File: config.mk
export PLATFORM = sky130hd
export DESIGN_NAME = legacy_display_emulation_trap
export DESIGN_NICKNAME = d
export VERILOG_FILES = /design/src/core/legacy_display_emulation_trap.v /design/src/core/legacy_memory_window.v /design/src/core/shadow_timing_bank.v
export VERILOG_INCLUDE_DIRS = /design/src /design/src/include
export SDC_FILE = /design/constraint.sdc
export NUM_CORES = 1
export LEC_CHECK = 0
export BUFFER_PORTS_ARGS = -buffer_cell sky130_fd_sc_hd__buf_2
export CAP_MARGIN = 20
export CORE_MARGIN = 2
export CORE_UTILIZATION = 65
export DETAILED_ROUTE_END_ITERATION = 10
export PLACE_DENSITY = 0.86
export SKIP_LAST_GASP = 1
export SLEW_MARGIN = 20
export SYNTH_ARGS = -nofsm -noshare
export SYNTH_HDL_FRONTEND = slang
export SYNTH_SLANG_ARGS = --single-unit
export TNS_END_PERCENT = 10
File: constraint.sdc
create_clock -name ref_clk -period 5.4 [get_ports ref_clk]
set_input_delay 0.27 -clock ref_clk [delete_from_list [all_inputs] [get_ports ref_clk]]
set_output_delay 0.27 -clock ref_clk [all_outputs]
set_load 0.1 [all_outputs]
File: src/include/legacy_emul_defines.vh
`ifndef LEGACY_EMUL_DEFINES_VH
`define LEGACY_EMUL_DEFINES_VH

// Host I/O ports, 10-bit decode
`define PORT_MONO_INDEX     10'h3B4
`define PORT_MONO_DATA      10'h3B5
`define PORT_MONO_MODE      10'h3B8
`define PORT_MONO_STATUS    10'h3BA
`define PORT_MONO_CONFIG    10'h3BF
`define PORT_COLOUR_INDEX   10'h3D4
`define PORT_COLOUR_DATA    10'h3D5
`define PORT_COLOUR_MODE    10'h3D8
`define PORT_COLOUR_SELECT  10'h3D9
`define PORT_COLOUR_STATUS  10'h3DA
`define PORT_EMUL_CTRL      10'h3DC
`define PORT_TAG_LOW        10'h3DD
`define PORT_TAG_HIGH       10'h3DE
`define PORT_VECTOR_BASE    10'h3E0

// Emulation control register fields
`define EMU_ENABLE_BIT      0
`define EMU_ROUTE_NATIVE    1
`define EMU_MONO_GFX        2
`define EMU_ROUTE_SHADOW    3
`define EMU_SHADOW_TRAP     4
`define EMU_MODE_TRAP       5
`define EMU_PALETTE_TRAP    6
`define EMU_NATIVE_TRAP     7
`define EMU_CTRL_RESET      8'h00

// High tag register fields
`define TAG_HI_MODE         3
`define TAG_HI_CONFIG       4
`define TAG_HI_PALETTE      5
`define TAG_HI_NATIVE       6

// Native timing register indices
`define CRT_REG_COUNT       25
`define CRT_IDX_START_HI    5'h0C
`define CRT_IDX_START_LO    5'h0D
`define CRT_IDX_CURSOR_HI   5'h0E
`define CRT_IDX_CURSOR_LO   5'h0F
`define CRT_IDX_DIRECT_LAST 5'h11
`define CRT_IDX_LAST        5'h18

// Shadow bank: slot count, index map and stored-bit masks (slot 10 in top byte)
`define SHADOW_COUNT        11
`define SHADOW_IDX_CUR_ST   8'h0A
`define SHADOW_IDX_CUR_END  8'h0B
`define SHADOW_IDX_LAST_LIN 8'h08
`define SHADOW_MASKS        88'h1F_7F_33_7F_7F_1F_7F_FF_1F_7F_7F

// Memory windows
`define WIN_MONO_BASE       5'h16
`define WIN_COLOUR_BASE     6'h2E
`define RESET_BYTE          8'h00

`endif

File: src/core/legacy_display_emulation_trap.v
`timescale 1ns/1ps
`include "legacy_emul_defines.vh"

module legacy_display_emulation_trap (
   input  wire        ref_clk,
   input  wire        reset,
   input  wire [9:0]  io_addr,
   input  wire        io_wr,
   input  wire        io_rd,
   input  wire [7:0]  io_wdata,
   output reg  [7:0]  io_rdata_ff,
   output reg         io_rd_valid_ff,
   input  wire        misc_out_bit0,
   input  wire        display_enable,
   input  wire        vsync_active,
   input  wire [19:0] mem_addr,
   output wire        mem_hit_ff,
   output wire [1:0]  mem_bank_ff,
   output wire [15:0] mem_offset_ff,
   output reg         trap_nmi_ff,
   output reg  [15:0] start_address_ff,
   output reg  [15:0] cursor_address_ff,
   output reg  [7:0]  colour_select_ff,
   output reg  [7:0]  mono_mode_ff,
   output reg  [7:0]  colour_mode_ff,
   output reg  [1:0]  mono_config_ff,
   output reg  [7:0]  emulation_control_register_ff
);

   reg  [7:0]  index_ff;
   reg  [7:0]  tag_low_ff;
   reg  [7:0]  tag_high_ff;
   reg  [7:0]  vector_ff [0:3];
   wire [7:0]  crt_rdata [0:`CRT_REG_COUNT-1];

   reg  [7:0]  nxt_tag_low;
   reg  [7:0]  nxt_tag_high;
   reg  [7:0]  nxt_rdata;
   reg  [3:0]  shadow_slot;
   reg         shadow_idx;

   wire [7:0]  shadow_rdata;
   wire        emu_on;
   wire        sel_index;
   wire        sel_data;
   wire        sel_mode;
   wire        sel_status;
   wire        sel_vector;
   wire        native_idx;
   wire        native_only_idx;
   wire        route_native;
   wire        route_shadow;
   wire        shadow_wr;
   wire        native_wr;
   wire        config_live;

   wire        shadow_trap;
   wire        mode_trap;
   wire        config_trap;
   wire        palette_trap;
   wire        native_trap;

   localparam [9:0] VECTOR_BASE = `PORT_VECTOR_BASE;

   assign emu_on       = emulation_control_register_ff[`EMU_ENABLE_BIT];
   assign route_native = emulation_control_register_ff[`EMU_ROUTE_NATIVE];
   assign route_shadow = emulation_control_register_ff[`EMU_ROUTE_SHADOW];

   // Ten-bit decode: the host bus ignores address bits above 9
   assign sel_index  = (io_addr == `PORT_MONO_INDEX) || (io_addr == `PORT_COLOUR_INDEX);
   assign sel_data   = (io_addr == `PORT_MONO_DATA) || (io_addr == `PORT_COLOUR_DATA);
   assign sel_mode   = (io_addr == `PORT_MONO_MODE) || (io_addr == `PORT_COLOUR_MODE);
   assign sel_status = (io_addr == `PORT_MONO_STATUS) || (io_addr == `PORT_COLOUR_STATUS);
   assign sel_vector = (io_addr[9:2] == VECTOR_BASE[9:2]);

   // Indices above the last native register have no storage at all
   assign native_idx      = (index_ff <= {3'b000, `CRT_IDX_LAST});
   assign native_only_idx = native_idx && (index_ff > {3'b000, `CRT_IDX_DIRECT_LAST});

   // Ah and Bh fold onto slots 9 and 10 so the bank stays eleven deep
   always @* begin
      shadow_idx  = 1'b1;
      shadow_slot = index_ff[3:0];
      if (index_ff == `SHADOW_IDX_CUR_ST)
         shadow_slot = 4'h9;
      else if (index_ff == `SHADOW_IDX_CUR_END)
         shadow_slot = 4'hA;
      else if (index_ff > `SHADOW_IDX_LAST_LIN)
         shadow_idx = 1'b0;
   end

   // Emulation off locks the data port onto the native registers
   assign shadow_wr = io_wr && sel_data && emu_on && route_shadow && shadow_idx;
   assign native_wr = io_wr && sel_data && native_idx &&
                      (!emu_on || route_native || !shadow_idx);

   assign config_live = emulation_control_register_ff[`EMU_MONO_GFX] && !misc_out_bit0;

   // Trap sources, each behind the master enable and an enable bit; config shares the mode trap bit
   assign shadow_trap  = shadow_wr &&
                         emulation_control_register_ff[`EMU_SHADOW_TRAP];
   assign mode_trap    = emu_on && io_wr && sel_mode &&
                         emulation_control_register_ff[`EMU_MODE_TRAP];
   assign config_trap  = emu_on && io_wr && (io_addr == `PORT_MONO_CONFIG) &&
                         emulation_control_register_ff[`EMU_MODE_TRAP];
   assign palette_trap = emu_on && io_wr && (io_addr == `PORT_COLOUR_SELECT) &&
                         emulation_control_register_ff[`EMU_PALETTE_TRAP];
   assign native_trap  = emu_on && io_wr && sel_data && native_only_idx &&
                         emulation_control_register_ff[`EMU_NATIVE_TRAP];

   shadow_timing_bank u_shadow (
      .ref_clk (ref_clk),
      .reset   (reset),
      .wr_en   (shadow_wr),
      .slot    (shadow_slot),
      .wdata   (io_wdata),
      .rdata   (shadow_rdata)
   );

   // Window decode is registered, so a hit lags its address by one cycle
   legacy_memory_window u_window (
      .ref_clk       (ref_clk),
      .reset         (reset),
      .mem_addr      (mem_addr),
      .mono_sel      (!misc_out_bit0),
      .colour_gfx    (colour_mode_ff[1]),
      .mono_gfx      (mono_config_ff[0] && mono_mode_ff[1]),
      .mono_full     (mono_config_ff[1]),
      .mem_hit_ff    (mem_hit_ff),
      .mem_bank_ff   (mem_bank_ff),
      .mem_offset_ff (mem_offset_ff)
   );

   // Native timing registers share the legacy index space
   // Every native index keeps storage so the host can save and restore state
   genvar g;
   generate
      for (g = 0; g < `CRT_REG_COUNT; g = g + 1) begin : crt_gen
         reg [7:0] crt_ff;
         always @(posedge ref_clk) begin
            if (reset)
               crt_ff <= `RESET_BYTE;
            else if (native_wr && index_ff == g)
               crt_ff <= io_wdata;
         end
         assign crt_rdata[g] = crt_ff;
      end
   endgenerate

   // Start and cursor addresses leave directly, no host help needed
   always @(posedge ref_clk) begin
      if (reset) begin
         start_address_ff  <= 16'h0000;
         cursor_address_ff <= 16'h0000;
      end else begin
         start_address_ff  <= {crt_rdata[`CRT_IDX_START_HI], crt_rdata[`CRT_IDX_START_LO]};
         cursor_address_ff <= {crt_rdata[`CRT_IDX_CURSOR_HI],
                               crt_rdata[`CRT_IDX_CURSOR_LO]};
      end
   end

   // Plain storage registers
   always @(posedge ref_clk) begin
      if (reset) begin
         index_ff                      <= `RESET_BYTE;
         colour_select_ff              <= `RESET_BYTE;
         mono_mode_ff                  <= `RESET_BYTE;
         colour_mode_ff                <= `RESET_BYTE;
         mono_config_ff                <= 2'b00;
         emulation_control_register_ff <= `EMU_CTRL_RESET;
      end else if (io_wr) begin
         if (sel_index)
            index_ff <= io_wdata;
         if (io_addr == `PORT_COLOUR_SELECT)
            colour_select_ff <= io_wdata;
         if (io_addr == `PORT_MONO_MODE)
            mono_mode_ff <= io_wdata;
         if (io_addr == `PORT_COLOUR_MODE)
            colour_mode_ff <= io_wdata;
         if (io_addr == `PORT_MONO_CONFIG && config_live)
            mono_config_ff <= io_wdata[1:0];
         if (io_addr == `PORT_EMUL_CTRL)
            emulation_control_register_ff <= io_wdata;
      end
   end

   // Scratch bytes for the host's previous interrupt vector
   generate
      for (g = 0; g < 4; g = g + 1) begin : vec_gen
         always @(posedge ref_clk) begin
            if (reset)
               vector_ff[g] <= `RESET_BYTE;
            else if (io_wr && sel_vector && io_addr[1:0] == g)
               vector_ff[g] <= io_wdata;
         end
      end
   endgenerate

   // Tags: host writes ones to clear; a trap in the same cycle wins
   always @* begin
      nxt_tag_low  = tag_low_ff;
      nxt_tag_high = tag_high_ff;
      if (io_wr && io_addr == `PORT_TAG_LOW)
         nxt_tag_low = tag_low_ff & ~io_wdata;
      if (io_wr && io_addr == `PORT_TAG_HIGH)
         nxt_tag_high = tag_high_ff & ~io_wdata;
      if (shadow_trap) begin
         if (shadow_slot < 4'h8)
            nxt_tag_low[shadow_slot[2:0]] = 1'b1;
         else
            nxt_tag_high[shadow_slot[1:0]] = 1'b1;
      end
      if (mode_trap)
         nxt_tag_high[`TAG_HI_MODE] = 1'b1;
      if (config_trap)
         nxt_tag_high[`TAG_HI_CONFIG] = 1'b1;
      if (palette_trap)
         nxt_tag_high[`TAG_HI_PALETTE] = 1'b1;
      if (native_trap)
         nxt_tag_high[`TAG_HI_NATIVE] = 1'b1;
   end

   always @(posedge ref_clk) begin
      if (reset) begin
         tag_low_ff  <= `RESET_BYTE;
         tag_high_ff <= `RESET_BYTE;
         trap_nmi_ff <= 1'b0;
      end else begin
         tag_low_ff  <= nxt_tag_low;
         tag_high_ff <= nxt_tag_high;
         // Level trap: stays up until every tag is cleared, so none is missed
         trap_nmi_ff <= (|nxt_tag_low) || (|nxt_tag_high);
      end
   end

   // Read path
   always @* begin
      nxt_rdata = `RESET_BYTE;
      if (sel_index)
         nxt_rdata = index_ff;
      else if (sel_data) begin
         if (emu_on && route_shadow && !route_native && shadow_idx)
            nxt_rdata = shadow_rdata;
         else if (native_idx)
            nxt_rdata = crt_rdata[index_ff[4:0]];
      end else if (sel_status)
         nxt_rdata = {4'h0, vsync_active, 2'b00, !display_enable};
      else if (io_addr == `PORT_COLOUR_SELECT)
         nxt_rdata = colour_select_ff;
      else if (io_addr == `PORT_MONO_MODE)
         nxt_rdata = mono_mode_ff;
      else if (io_addr == `PORT_COLOUR_MODE)
         nxt_rdata = colour_mode_ff;
      else if (io_addr == `PORT_MONO_CONFIG)
         nxt_rdata = {6'h00, mono_config_ff};
      else if (io_addr == `PORT_EMUL_CTRL)
         nxt_rdata = emulation_control_register_ff;
      else if (io_addr == `PORT_TAG_LOW)
         nxt_rdata = tag_low_ff;
      else if (io_addr == `PORT_TAG_HIGH)
         nxt_rdata = tag_high_ff;
      else if (sel_vector)
         nxt_rdata = vector_ff[io_addr[1:0]];
   end

   always @(posedge ref_clk) begin
      if (reset) begin
         io_rdata_ff    <= `RESET_BYTE;
         io_rd_valid_ff <= 1'b0;
      end else begin
         io_rd_valid_ff <= io_rd;
         // Data stands until the next read, so a slow host can still take it
         if (io_rd)
            io_rdata_ff <= nxt_rdata;
      end
   end

endmodule // legacy_display_emulation_trap

File: src/core/legacy_memory_window.v
`timescale 1ns/1ps
`include "legacy_emul_defines.vh"

module legacy_memory_window (
   input  wire        ref_clk,
   input  wire        reset,
   input  wire [19:0] mem_addr,
   input  wire        mono_sel,
   input  wire        colour_gfx,
   input  wire        mono_gfx,
   input  wire        mono_full,
   output reg         mem_hit_ff,
   output reg  [1:0]  mem_bank_ff,
   output reg  [15:0] mem_offset_ff
);

   reg        nxt_hit;
   reg [1:0]  nxt_bank;
   reg [15:0] nxt_offset;

   always @* begin
      nxt_hit    = 1'b0;
      nxt_bank   = 2'b00;
      nxt_offset = 16'h0000;
      if (!mono_sel) begin
         // 16 KB at B8000h, two scan banks in graphics
         nxt_hit    = (mem_addr[19:14] == `WIN_COLOUR_BASE);
         nxt_bank   = colour_gfx ? {1'b0, mem_addr[13]} : 2'b00;
         nxt_offset = {2'b00, mem_addr[13:0]};
      end else if (mono_gfx) begin
         // 32 KB half or 64 KB full at B0000h, four scan banks
         nxt_hit    = (mem_addr[19:15] == `WIN_MONO_BASE) ||
                      (mono_full && mem_addr[19:16] == 4'hB);
         nxt_bank   = mem_addr[14:13];
         nxt_offset = mem_addr[15:0];
      end else begin
         // Text: 4 KB at B0000h
         nxt_hit    = (mem_addr[19:12] == 8'hB0);
         nxt_offset = {4'h0, mem_addr[11:0]};
      end
   end

   always @(posedge ref_clk) begin
      if (reset) begin
         mem_hit_ff    <= 1'b0;
         mem_bank_ff   <= 2'b00;
         mem_offset_ff <= 16'h0000;
      end else begin
         mem_hit_ff    <= nxt_hit;
         mem_bank_ff   <= nxt_bank;
         mem_offset_ff <= nxt_offset;
      end
   end

endmodule // legacy_memory_window

File: src/core/shadow_timing_bank.v
`timescale 1ns/1ps
`include "legacy_emul_defines.vh"

module shadow_timing_bank (
   input  wire        ref_clk,
   input  wire        reset,
   input  wire        wr_en,
   input  wire [3:0]  slot,
   input  wire [7:0]  wdata,
   output wire [7:0]  rdata
);

   localparam [87:0] MASKS = `SHADOW_MASKS;

   wire [87:0] bank_flat;

   genvar g;
   generate
      for (g = 0; g < `SHADOW_COUNT; g = g + 1) begin : slot_gen
         reg [7:0] value_ff;
         // Unstored bits never latch, so they read back as zero
         always @(posedge ref_clk) begin
            if (reset)
               value_ff <= `RESET_BYTE;
            else if (wr_en && slot == g)
               value_ff <= wdata & MASKS[g*8 +: 8];
         end
         assign bank_flat[g*8 +: 8] = value_ff;
      end
   endgenerate

   assign rdata = (slot < `SHADOW_COUNT) ? bank_flat[slot*8 +: 8] : `RESET_BYTE;

endmodule // shadow_timing_bank

* Word-level counts from Yosys, hierarchy flattened *
Memories as Yosys holds them, arrays and structs flattened.
Cells that the tools add are included.

cells by class
  mux-type cells = 61
  $lt $le $gt $ge = 10
  shift-type cells = 1
  bitwise gates (word level) = 11
  reductions and logical operators = 95
  equal/unequal tests = 55

operator list
  operator                count
  $mux W8                 26
  $eq A10 B10 Y1 const B  13
  $shiftx A88 B8 Y8       1
  $eq A8 B5 Y1 const B    9
  $logic_and A1 B1 Y1     70
  $eq A8 B4 Y1 const B    8
  $bmux W8 S5             1
  $eq A8 B3 Y1 const B    4
  $mux W14                2
  $mux W1                 26
  $and A8 B8 Y8           2
  $eq A4 B3 Y1 const B    4
  $eq A4 B4 Y1 const B    4
  $eq A8 B2 Y1 const B    2
  $eq A8 B8 Y1 const B    2
  $reduce_or A8 Y1        2
  $reduce_and A2 Y1       6
  $eq A4 B2 Y1 const B    2
  $eq A8 B1 Y1 const B    1
  $gt A8 B4 Y1 const B    1
  $gt A8 B5 Y1 const B    1
  $le A8 B5 Y1 const B    1
  $logic_not A8 Y1        1
  $logic_or A1 B1 Y1      8
  other kinds (25)        36

word-level totals
  input port bits = 45
  memory bits (writable) = 32
  memories kept = 1
  word-level logic and storage cells = 287
  register bits after elaboration = 388

memories
  memory     words  bits a word  read ports  clocked after Yosys merged registers in  wr ports  RTL line                            RTL
  vector_ff  4      8            1           0                                        4         legacy_display_emulation_trap.v:33  reg [7:0] vector_ff [0:3];

* Depth between registers and ports, before layout *
Gate-level depths: netlist of run 1.

  depth after elaboration = 13
  depth in mapped cells = 11
  depth with buffers taken out = 6

* Hierarchy *
A second synthesis of run 1 with hierarchy kept.

second synthesis, totals
  cell total of the unflattened synthesis = 2054
  area, all modules = 18689.2 µm²

modules (own cells, without submodules)
  module                         sequential area each (µm²)  area each (µm²)  instances  cells an instance
  legacy_display_emulation_trap  6966.7                      14921.8          1          1673
  shadow_timing_bank             1381.3                      3216.8           1          335
  legacy_memory_window           360.3                       550.5            1          46

* Least setup slack after synthesis of run 1 *
Ideal clock, no wire load.

  kind = flip-flop to flip-flop
  start point = register emulation_control_register_ff[0]
  end point = register u_shadow.slot_gen[9].value_ff[0]
  setup slack = 2.617 ns
  stages on the path, launching flop included = 7
  period minus slack after synthesis = 2.783 ns
  buffers on the path = 0
  arrival = 2.656 ns
  cells stage by stage = dfxtp_1 > nor2b_1 > a21oi_4 > or4_4 > nor3_4 > mux2i_1 > nor2_1

between the ends
  cells in the longest elaborated chain, start to end = 4

RTL lines
  element                            RTL line                             RTL
  from (decl)                        legacy_display_emulation_trap.v:27   output reg [7:0] emulation_control_register_ff
  from (signal assigned)             legacy_display_emulation_trap.v:170  emulation_control_register_ff <= `EMU_CTRL_RESET;
  from (signal assigned)             legacy_display_emulation_trap.v:183  emulation_control_register_ff <= io_wdata;
  $logic_and A1 B1 Y1 (3 in series)  legacy_display_emulation_trap.v:93   assign shadow_wr = io_wr && sel_data && emu_on && route_shadow && shadow_idx;
  $logic_and A1 B1 Y1                shadow_timing_bank.v:25              else if (wr_en && slot == g)
  to (signal assigned)               shadow_timing_bank.v:24              value_ff <= `RESET_BYTE;
  to (signal assigned)               shadow_timing_bank.v:26              value_ff <= wdata & MASKS[g*8 +: 8];
  to (decl)                          shadow_timing_bank.v:20              reg [7:0] value_ff;

Every way passes these cells.
A chain may end at the register's enable or synchronous reset.

* Final worst setup path of run 1 *
  start point = register index_ff[2]
  end point = register crt_gen[21].crt_ff[7]

between the ends
  cells in the longest elaborated chain, start to end = 8
  elaborated cells on any way between the ends = 13
  classes of those cells = order compare: 2; eq/ne: 3; mux: 3; reduce/logical: 5

RTL lines
  element                        RTL line                             RTL
  from (decl)                    legacy_display_emulation_trap.v:30   reg [7:0] index_ff;
  from (signal assigned)         legacy_display_emulation_trap.v:165  index_ff <= `RESET_BYTE;
  from (signal assigned)         legacy_display_emulation_trap.v:173  index_ff <= io_wdata;
  $gt A8 B4 Y1 (no source line)  -
  $mux W1                        legacy_display_emulation_trap.v:88   else if (index_ff > `SHADOW_IDX_LAST_LIN)
  $mux W1                        legacy_display_emulation_trap.v:86   else if (index_ff == `SHADOW_IDX_CUR_END)
  $mux W1                        legacy_display_emulation_trap.v:84   if (index_ff == `SHADOW_IDX_CUR_ST)
  $logic_not A1 Y1               legacy_display_emulation_trap.v:95   (!emu_on || route_native || !shadow_idx);
  $logic_or A1 B1 Y1             legacy_display_emulation_trap.v:95
  $logic_and A1 B1 Y1            legacy_display_emulation_trap.v:94   assign native_wr = io_wr && sel_data && native_idx &&
  $logic_and A1 B1 Y1 (*)        legacy_display_emulation_trap.v:143  else if (native_wr && index_ff == g)
  to (signal assigned)           legacy_display_emulation_trap.v:142  crt_ff <= `RESET_BYTE;
  to (signal assigned)           legacy_display_emulation_trap.v:144  crt_ff <= io_wdata;
  to (decl)                      legacy_display_emulation_trap.v:139  reg [7:0] crt_ff;

Every way passes the cells marked *; elsewhere a longest branch is shown, timed or not.

==> impl_metrics.py, run 1 <==
metrics = {
    "run_status": {
        "status": "completed",
    },
    "worst_setup_path": {
        "worst-path-buf-inv": 0,
        "crit_chain": "nor2b_2, nand2_1, nor2_1, nand2_1, a21oi_1",
        "cp.required_ns": 5.84,
        "worstPathArrival_ns": 4.03,
        "end_kind": "register",
        "cpMostUsedCell": "nand2_1",
        "cp-start-kind": "register",
        "cpMaxStageDelayCell": "nor2b_2",
        "max_stage_delay_ns": 0.97,
        "cp_max_fo": 22,
        "crit_type": "reg -> reg",
        "cpLargestDelayFamily": "simple AND/OR/NAND/NOR gates",
    },
    "logic_synthesis": {
        "ys_types": 86,
        "synth_area_leaders": "dfxtp_1, nand2_1, a21oi_1",
        "post-synth-top-count-cell": "nand2_1",
        "yosys.area.top_type": "dfxtp_1",
        "ys_seq_area_share_pct": 46.6,
        "yosys_warnings": 0,
        "syn_inst": 2198,
        "avgSynthCellArea_sq_um": 8.50,
        "synth_flop_cell": "dfxtp_1",
        "synth-edff-count": 32,
        "syn-num-nets": 2243,
        "netlist_top_cells_count": "nand2_1, dfxtp_1, a21oi_1, clkbuf_1, nor2_1",
        "synth_top_area_share_pct": 41.5,
        "syn_area_sq_mm": 0.0187,
        "async_flop_share_pct": 0,
        "synth-seq-cells": 419,
    },
    "global_route": {
        "grt_pass1_vias": 16500,
        "grt_overflow": 0,
        "track_usage_pct": 39.9,
        "grt_max_degree": 214,
        "grt_pass1_wl_um": 94400,
        "antenna_found_initial": 1,
    },
    "floorplan": {
        "core_sq_mm": 0.0285,
        "fp.dieH_um": 174,
        "design.portCount": 140,
        "start_util_pct": 65.6,
        "die_area_sq_mm": 0.0301,
        "die_w_um": 174,
        "rows": 62,
    },
    "clocking": {
        "cts_buffer_depth": 3,
        "cts.sinks": 419,
        "clk_latency_ns": 0.54,
        "clk_pin_slew_ns": 0.06,
        "postCtsSetupRepairBufs": 0,
        "cts_tree": "done",
        "h-tree-depth": 2,
        "clock-root-buffer": "clkbuf_16",
        "cts_buffers": 43,
    },
    "cells_and_area": {
        "layout.nets": 2296,
        "drive_gt1_share_pct": 14.2,
        "finalInstanceArea_sq_mm": 0.0209,
        "final_core_util_pct": 73.3,
        "area_delta_synth_final_pct": 11.7,
    },
    "timing": {
        "rsz0062_at_grt": "no",
        "setup_ws_ns": 1.81,
        "slew_viol_final": 0,
        "fin_crit_sh_pct": 66.5,
        "min_period_ns": 3.59,
        "whs_ns": 0.0106,
        "worstMarginPinSlew_ns": 1.16,
        "setup_tns_ns": 0,
        "fmax_ghz": 0.279,
        "finalHoldViolations": 0,
        "max_slew_margin_pct": 22.2,
        "finClkSkew_ns": 0.0119,
        "finalSetupViolations": 0,
    },
    "pwr": {
        "p_leak_nw": 7.08,
        "max-vdd-ir-drop_mv": 0.258,
        "power_density_mw_per_mm2": 308,
    },
    "placement": {
        "place_congestion": 1.01,
        "dp_hpwl_um": 39500,
        "post-place-ws_ns": 1.97,
        "placed_cell_area_sq_mm": 0.0193,
        "io_buffers": 139,
    },
    "detailed_routing": {
        "finalWirelength_um": 61700,
        "wl_per_cell_um": 23.1,
        "firstDrtPassIters": 7,
        "drc": 0,
        "final_antenna_net_count": 0,
        "drt_iter0_markers": 2752,
        "vias_per_cell": 6.56,
        "num_vias": 17500,
    },
    "hold_path": {
        "holdCritPathClass": "in -> reg",
    },
    "flow_run": {
        "max_cap_violations": 0,
    },
}
==> registers in the layout, summed over array words and instances, names as in the netlist, 2 cells and up <==
register,cells
colour_mode_ff,8
colour_select_ff,8
crt_gen.crt_ff,200
cursor_address_ff,16
emulation_control_register_ff,8
index_ff,8
io_rdata_ff,8
mono_config_ff,2
mono_mode_ff,8
start_address_ff,16
tag_high_ff,8
tag_low_ff,8
u_shadow.slot_gen.value_ff,69
u_window.mem_offset_ff,16
vector_ff,32
==> what timing repair did <==
item	in CTS	in global routing
endpoints found under the hold margin	14	0
gates resized for setup	0	0
hold buffers	14	0
==> report_power, final <==
group / total [W] / switching (W) / leakage, nW / internal (W)
Combinational: 0.000299 / 0.000236 / 2.96 / 0.0000620
Clock: 0.00298 / 0.00123 / 0.695 / 0.00175
Sequential: 0.00316 / 0.00000925 / 3.43 / 0.00315
Total: 0.00643 / 0.00147 / 7.08 / 0.00496
==> placed cells by master, fill, tap and decap left out, types with 35 or more instances in the layout <==
cell,count
nor2b_1,56
nand3_1,62
o21ai_1,35
nand2_1,601
buf_2,138
mux4_2,61
clkbuf_16,44
a21oi_1,295
dfxtp_1,385
nor2_1,109
==> logic make-up (layout without fill, tap and decap cells) <==
logic type	count (synthesis)	in the layout	share of synthesized area (%)
AOI/OAI and AO/OA	477	477	14.8
xor gates and xnor gates	4	4	0.228
buffers and inverters	186	272	4.34
DFF	419	419	46.6
muxes	85	85	8.64
other	0	1	0
and+or+nand+nor	1027	1027	25.3
==> path summary, 6_finish.rpt <==
kind	endpoint	cells after the start	slack (ns)	startpoint
max	crt_gen[21].crt_ff[7]	5	1.81	index_ff[2]
min	u_window.mem_offset_ff[3]	2	0.01	mem_addr[3]
max reg2reg	crt_gen[21].crt_ff[7]	5	1.81	index_ff[2]
min reg2reg	crt_gen[2].crt_ff[7]	2	0.45	crt_gen[2].crt_ff[7]
==> layout make-up <==
type,count,area [sq um]
Antenna cell,1,2.50
Clock buffer,62,1250
Clock inverter,16,159
Fill cell,2050,7600
Inverter,20,75.1
Multi-Input combinational cell,1593,9170
Sequential cell,419,8720
Tap cell,384,480
Timing Repair Buffer,174,1020
==> metal layers <==
layer | wire length, um | part of all wire (%) | up-vias | GRT usage, %
met3 | 6900 | 11 | 271 | 7.50
met5 | 0 | 0 | - | 0
li1 | - | - | 7774 | -
met2 | 28600 | 46 | 1234 | 65.1
met1 | 22400 | 36 | 8236 | 50.7
met4 | 3790 | 6.1 | 0 | 21.4
==> stage by stage <==
step | instances | power (W)
finish | 2669 | 0.00643
global route | 2668 | 0.00657
CTS | 2668 | 0.00642
global placement | 2576 | 0.00350
floorplan | 2198 | 0.00342
detailed placement | 2576 | 0.00350
==> worst reg2reg max path, cell delays in order, from the launching register on <==
cell and delay (ns):
dfxtp_1 0.95, nor2b_2 0.98, nand2_1 0.53, nor2_1 0.69, nand2_1 0.15, a21oi_1 0.20
Power figures use the tool's default switching activity.
==> run 2, diff against run 1 <==
Settings changed: ABC_AREA from default to 1, CORE_UTILIZATION 65 to 54, PLACE_DENSITY 0.86 to 0.77.
Clock period 5.4 ns to 3.12 ns, I/O delays scaled along.
==> impl_metrics.py, run 2 <==
metrics = {
    "logic_synthesis": {
        "synth_top_area_share_pct": 42.2,
        "synthAdderAreaFrac_pct": 0,
        "synthMuxAreaShare_pct": 0,
        "synth_area_leaders": "dfxtp_1, o21ai_0, nor2_1",
        "synth-seq-cells": 419,
        "synth_xor_area_share_pct": 0,
        "syn-num-nets": 2501,
        "synth_compound_area_share_pct": 22.0,
        "synth_top_family_by_area": "compound AO/OA/AOI/OAI gates",
        "yosys_warnings": 0,
        "post-synth-top-count-cell": "dfxtp_1",
        "avgSynthCellArea_sq_um": 7.48,
        "syn_area_sq_mm": 0.0184,
        "ys_types": 39,
        "ys_seq_area_share_pct": 47.4,
        "yosys.area_share.simple_pct": 19.8,
        "async_flop_share_pct": 0,
        "yosys.area.top_type": "dfxtp_1",
        "synth_flop_cell": "dfxtp_1",
        "netlist_top_cells_count": "dfxtp_1, nor2_1, inv_1, nand2_1, o21ai_0",
        "syn_inst": 2456,
        "synth-edff-count": 32,
    },
    "cells_and_area": {
        "largest-register": "crt_gen.crt_ff",
        "diodes": 0,
        "layout_commonest_cell": "dfxtp_1",
        "layout_common_cells": "dfxtp_1, nor2_1, inv_1",
        "layout.nets": 2615,
        "drive_gt1_share_pct": 11.4,
        "area_delta_synth_final_pct": 14.5,
        "largest_reg_flops": 200,
        "top_regs": "crt_gen.crt_ff (200), u_shadow.slot_gen.value_ff (69), vector_ff (32)",
        "finalInstanceArea_sq_mm": 0.0210,
    },
    "global_route": {
        "antenna_found_initial": 1,
        "grt_overflow": 0,
        "grt_pass1_vias": 16500,
        "grt_max_degree": 93,
        "grt_pass1_wl_um": 93000,
        "track_usage_pct": 33.2,
    },
    "timing": {
        "finClkSkew_ns": 0.0290,
        "fmax_ghz": 0.354,
        "setup_tns_ns": 0,
        "worstMarginPinSlew_ns": 0.944,
        "whs_ns": 0.0131,
        "finalSetupViolations": 0,
        "fin_crit_sh_pct": 90.7,
        "finalHoldViolations": 0,
        "rsz0062_at_grt": "no",
        "min_period_ns": 2.83,
        "max_slew_margin_pct": 37.0,
        "slew_viol_final": 0,
        "setup_ws_ns": 0.291,
    },
    "detailed_routing": {
        "drc": 0,
        "vias_per_cell": 5.84,
        "drt_iter0_markers": 1950,
        "final_antenna_net_count": 0,
        "wl_per_cell_um": 19.7,
        "num_vias": 17800,
        "wl_met2_um": 26000,
        "firstDrtPassIters": 6,
        "met3_length_um": 6840,
        "highest_layer": "met5",
        "finalWirelength_um": 60100,
        "drt-met1-wl_um": 24700,
    },
    "worst_setup_path": {
        "timing.rr.start": "index_ff[1]",
        "cp_max_fo": 19,
        "end_kind": "register",
        "worstPathArrival_ns": 3.25,
        "cp-start-kind": "register",
        "r2r_cells": 13,
        "cp.required_ns": 3.54,
        "r2r_slack_ns": 0.29,
        "rr_endpoint": "io_rdata_ff[4]",
        "crit_type": "reg -> reg",
    },
    "hold_path": {
        "holdCritPathClass": "in -> reg",
        "min_to": "io_rdata_ff[7]",
        "holdCritStartpoint": "io_rd",
        "hold_depth": 5,
    },
    "placement": {
        "dp_hpwl_um": 39800,
        "place_congestion": 0.975,
        "io_buffers": 139,
        "post-place-ws_ns": 0.397,
        "placed_cell_area_sq_mm": 0.0195,
    },
    "clocking": {
        "cts_buffers": 43,
        "clk_latency_ns": 0.56,
        "clk_pin_slew_ns": 0.06,
        "clock-root-buffer": "clkbuf_16",
        "h-tree-depth": 2,
        "cts.sinks": 419,
        "cts_tree": "done",
        "cts_buffer_depth": 3,
    },
    "pwr": {
        "p_leak_nw": 8.40,
        "power_density_mw_per_mm2": 519,
        "max-vdd-ir-drop_mv": 0.425,
        "fin_total_pwr_w": 0.0109,
    },
    "floorplan": {
        "design.portCount": 140,
        "die_w_um": 188,
        "core_sq_mm": 0.0335,
        "rows": 67,
        "start_util_pct": 54.8,
        "fp.dieH_um": 188,
        "die_area_sq_mm": 0.0355,
    },
    "run_status": {
        "status": "completed",
    },
    "flow_run": {
        "max_cap_violations": 0,
    },
}
-- run 2: cell types whose count changed after synthesis, moves of 24 or more --
| cell | before | now |
|---|---|---|
| mux2i_1 | 24 | 0 |
| nand3_1 | 62 | 98 |
| nor2b_1 | 57 | 0 |
| inv_1 | 18 | 332 |
| a31oi_1 | 14 | 40 |
| a211oi_1 | 4 | 159 |
| nand2_1 | 601 | 325 |
| o22ai_1 | 12 | 49 |
| mux4_2 | 61 | 0 |
| o21ai_1 | 35 | 0 |
| nor2_1 | 109 | 337 |
| nor3_1 | 34 | 9 |
| a21oi_1 | 295 | 151 |
| o21ai_0 | 30 | 269 |
-- run 2: worst max-delay path by stage --
| stage | endpoint | slack [ns] | from |
|---|---|---|---|
| after floorplan | u_shadow.slot_gen[4].value_ff[4] | 0.67 | emulation_control_register_ff[0] |
| after global placement | io_rdata_ff[3] | 0.48 | index_ff[1] |
| after detailed placement | crt_gen[1].crt_ff[7] | 0.40 | io_addr[0] |
| after CTS | u_window.mem_hit_ff | 0.12 | reset |
| after global routing | io_rdata_ff[4] | 0.08 | index_ff[1] |
| final | io_rdata_ff[4] | 0.29 | index_ff[1] |
-- run 2: area by class of cell --
| cell class | count | area (sq um) |
|---|---|---|
| Fill cell | 2876 | 12500 |
| Inverter | 341 | 1280 |
| Sequential cell | 419 | 8710 |
| Clock inverter | 10 | 129 |
| Tap cell | 448 | 561 |
| Timing Repair Buffer | 227 | 1450 |
| Clock buffer | 64 | 1210 |
| Multi-Input combinational cell | 1538 | 7690 |
-- run 2: power by group --
part / internal [W] / leakage (nW) / total, W / switching [W]
registers: 0.00545 / 3.42 / 0.00546 / 0.0000103
clock network: 0.00286 / 0.653 / 0.00497 / 0.00211
logic: 0.0000977 / 4.33 / 0.000496 / 0.000398
total: 0.00840 / 8.40 / 0.0109 / 0.00252
-- run 2: logic make-up (layout without fill, tap and decap cells) --
group | count (synthesis) | after routing
buffers and inverters | 499 | 642
AOI/OAI and AO/OA | 691 | 691
DFF | 419 | 419
and+or+nand+nor | 847 | 847
-- run 2: timing repair --
| item | 4_1_cts | 5_1_grt |
|---|---|---|
| endpoints found under the setup margin | 0 | 1 |
| endpoints found under the hold margin | 18 | 0 |
| buffers inserted | 0 | 0 |
| hold buffers | 23 | 0 |
| gates resized for setup | 0 | 1 |
-- run 2: critical path, cell delays in order (launching register included) --
cell and delay (ns):
dfxtp_1 0.44, inv_1 0.18, nand2_1 0.14, buf_4 0.32, buf_4 0.28, o22ai_1 0.09
o21ai_0 0.49, o211ai_1 0.17, o21ai_0 0.24, nand2_1 0.10, nand2_1 0.07, nand2_1 0.05
nand2_1 0.06, a21oi_1 0.05
-- run 2: metrics by stage --
stage / utilization, % / cells
floorplan: - / 2456
detailed placement: 58.0 / 2950
global placement: 58.0 / 2950
CTS: 62.7 / 3047
finish: 62.7 / 3047
global route: 62.7 / 3047
-- run 2: per-layer routing --
metal  vias up  GRT usage, %
met5         -             0
met4         2          14.3
met3       169          6.67
met2      1041          50.8
met1      8166          45.6
li1       8412             -
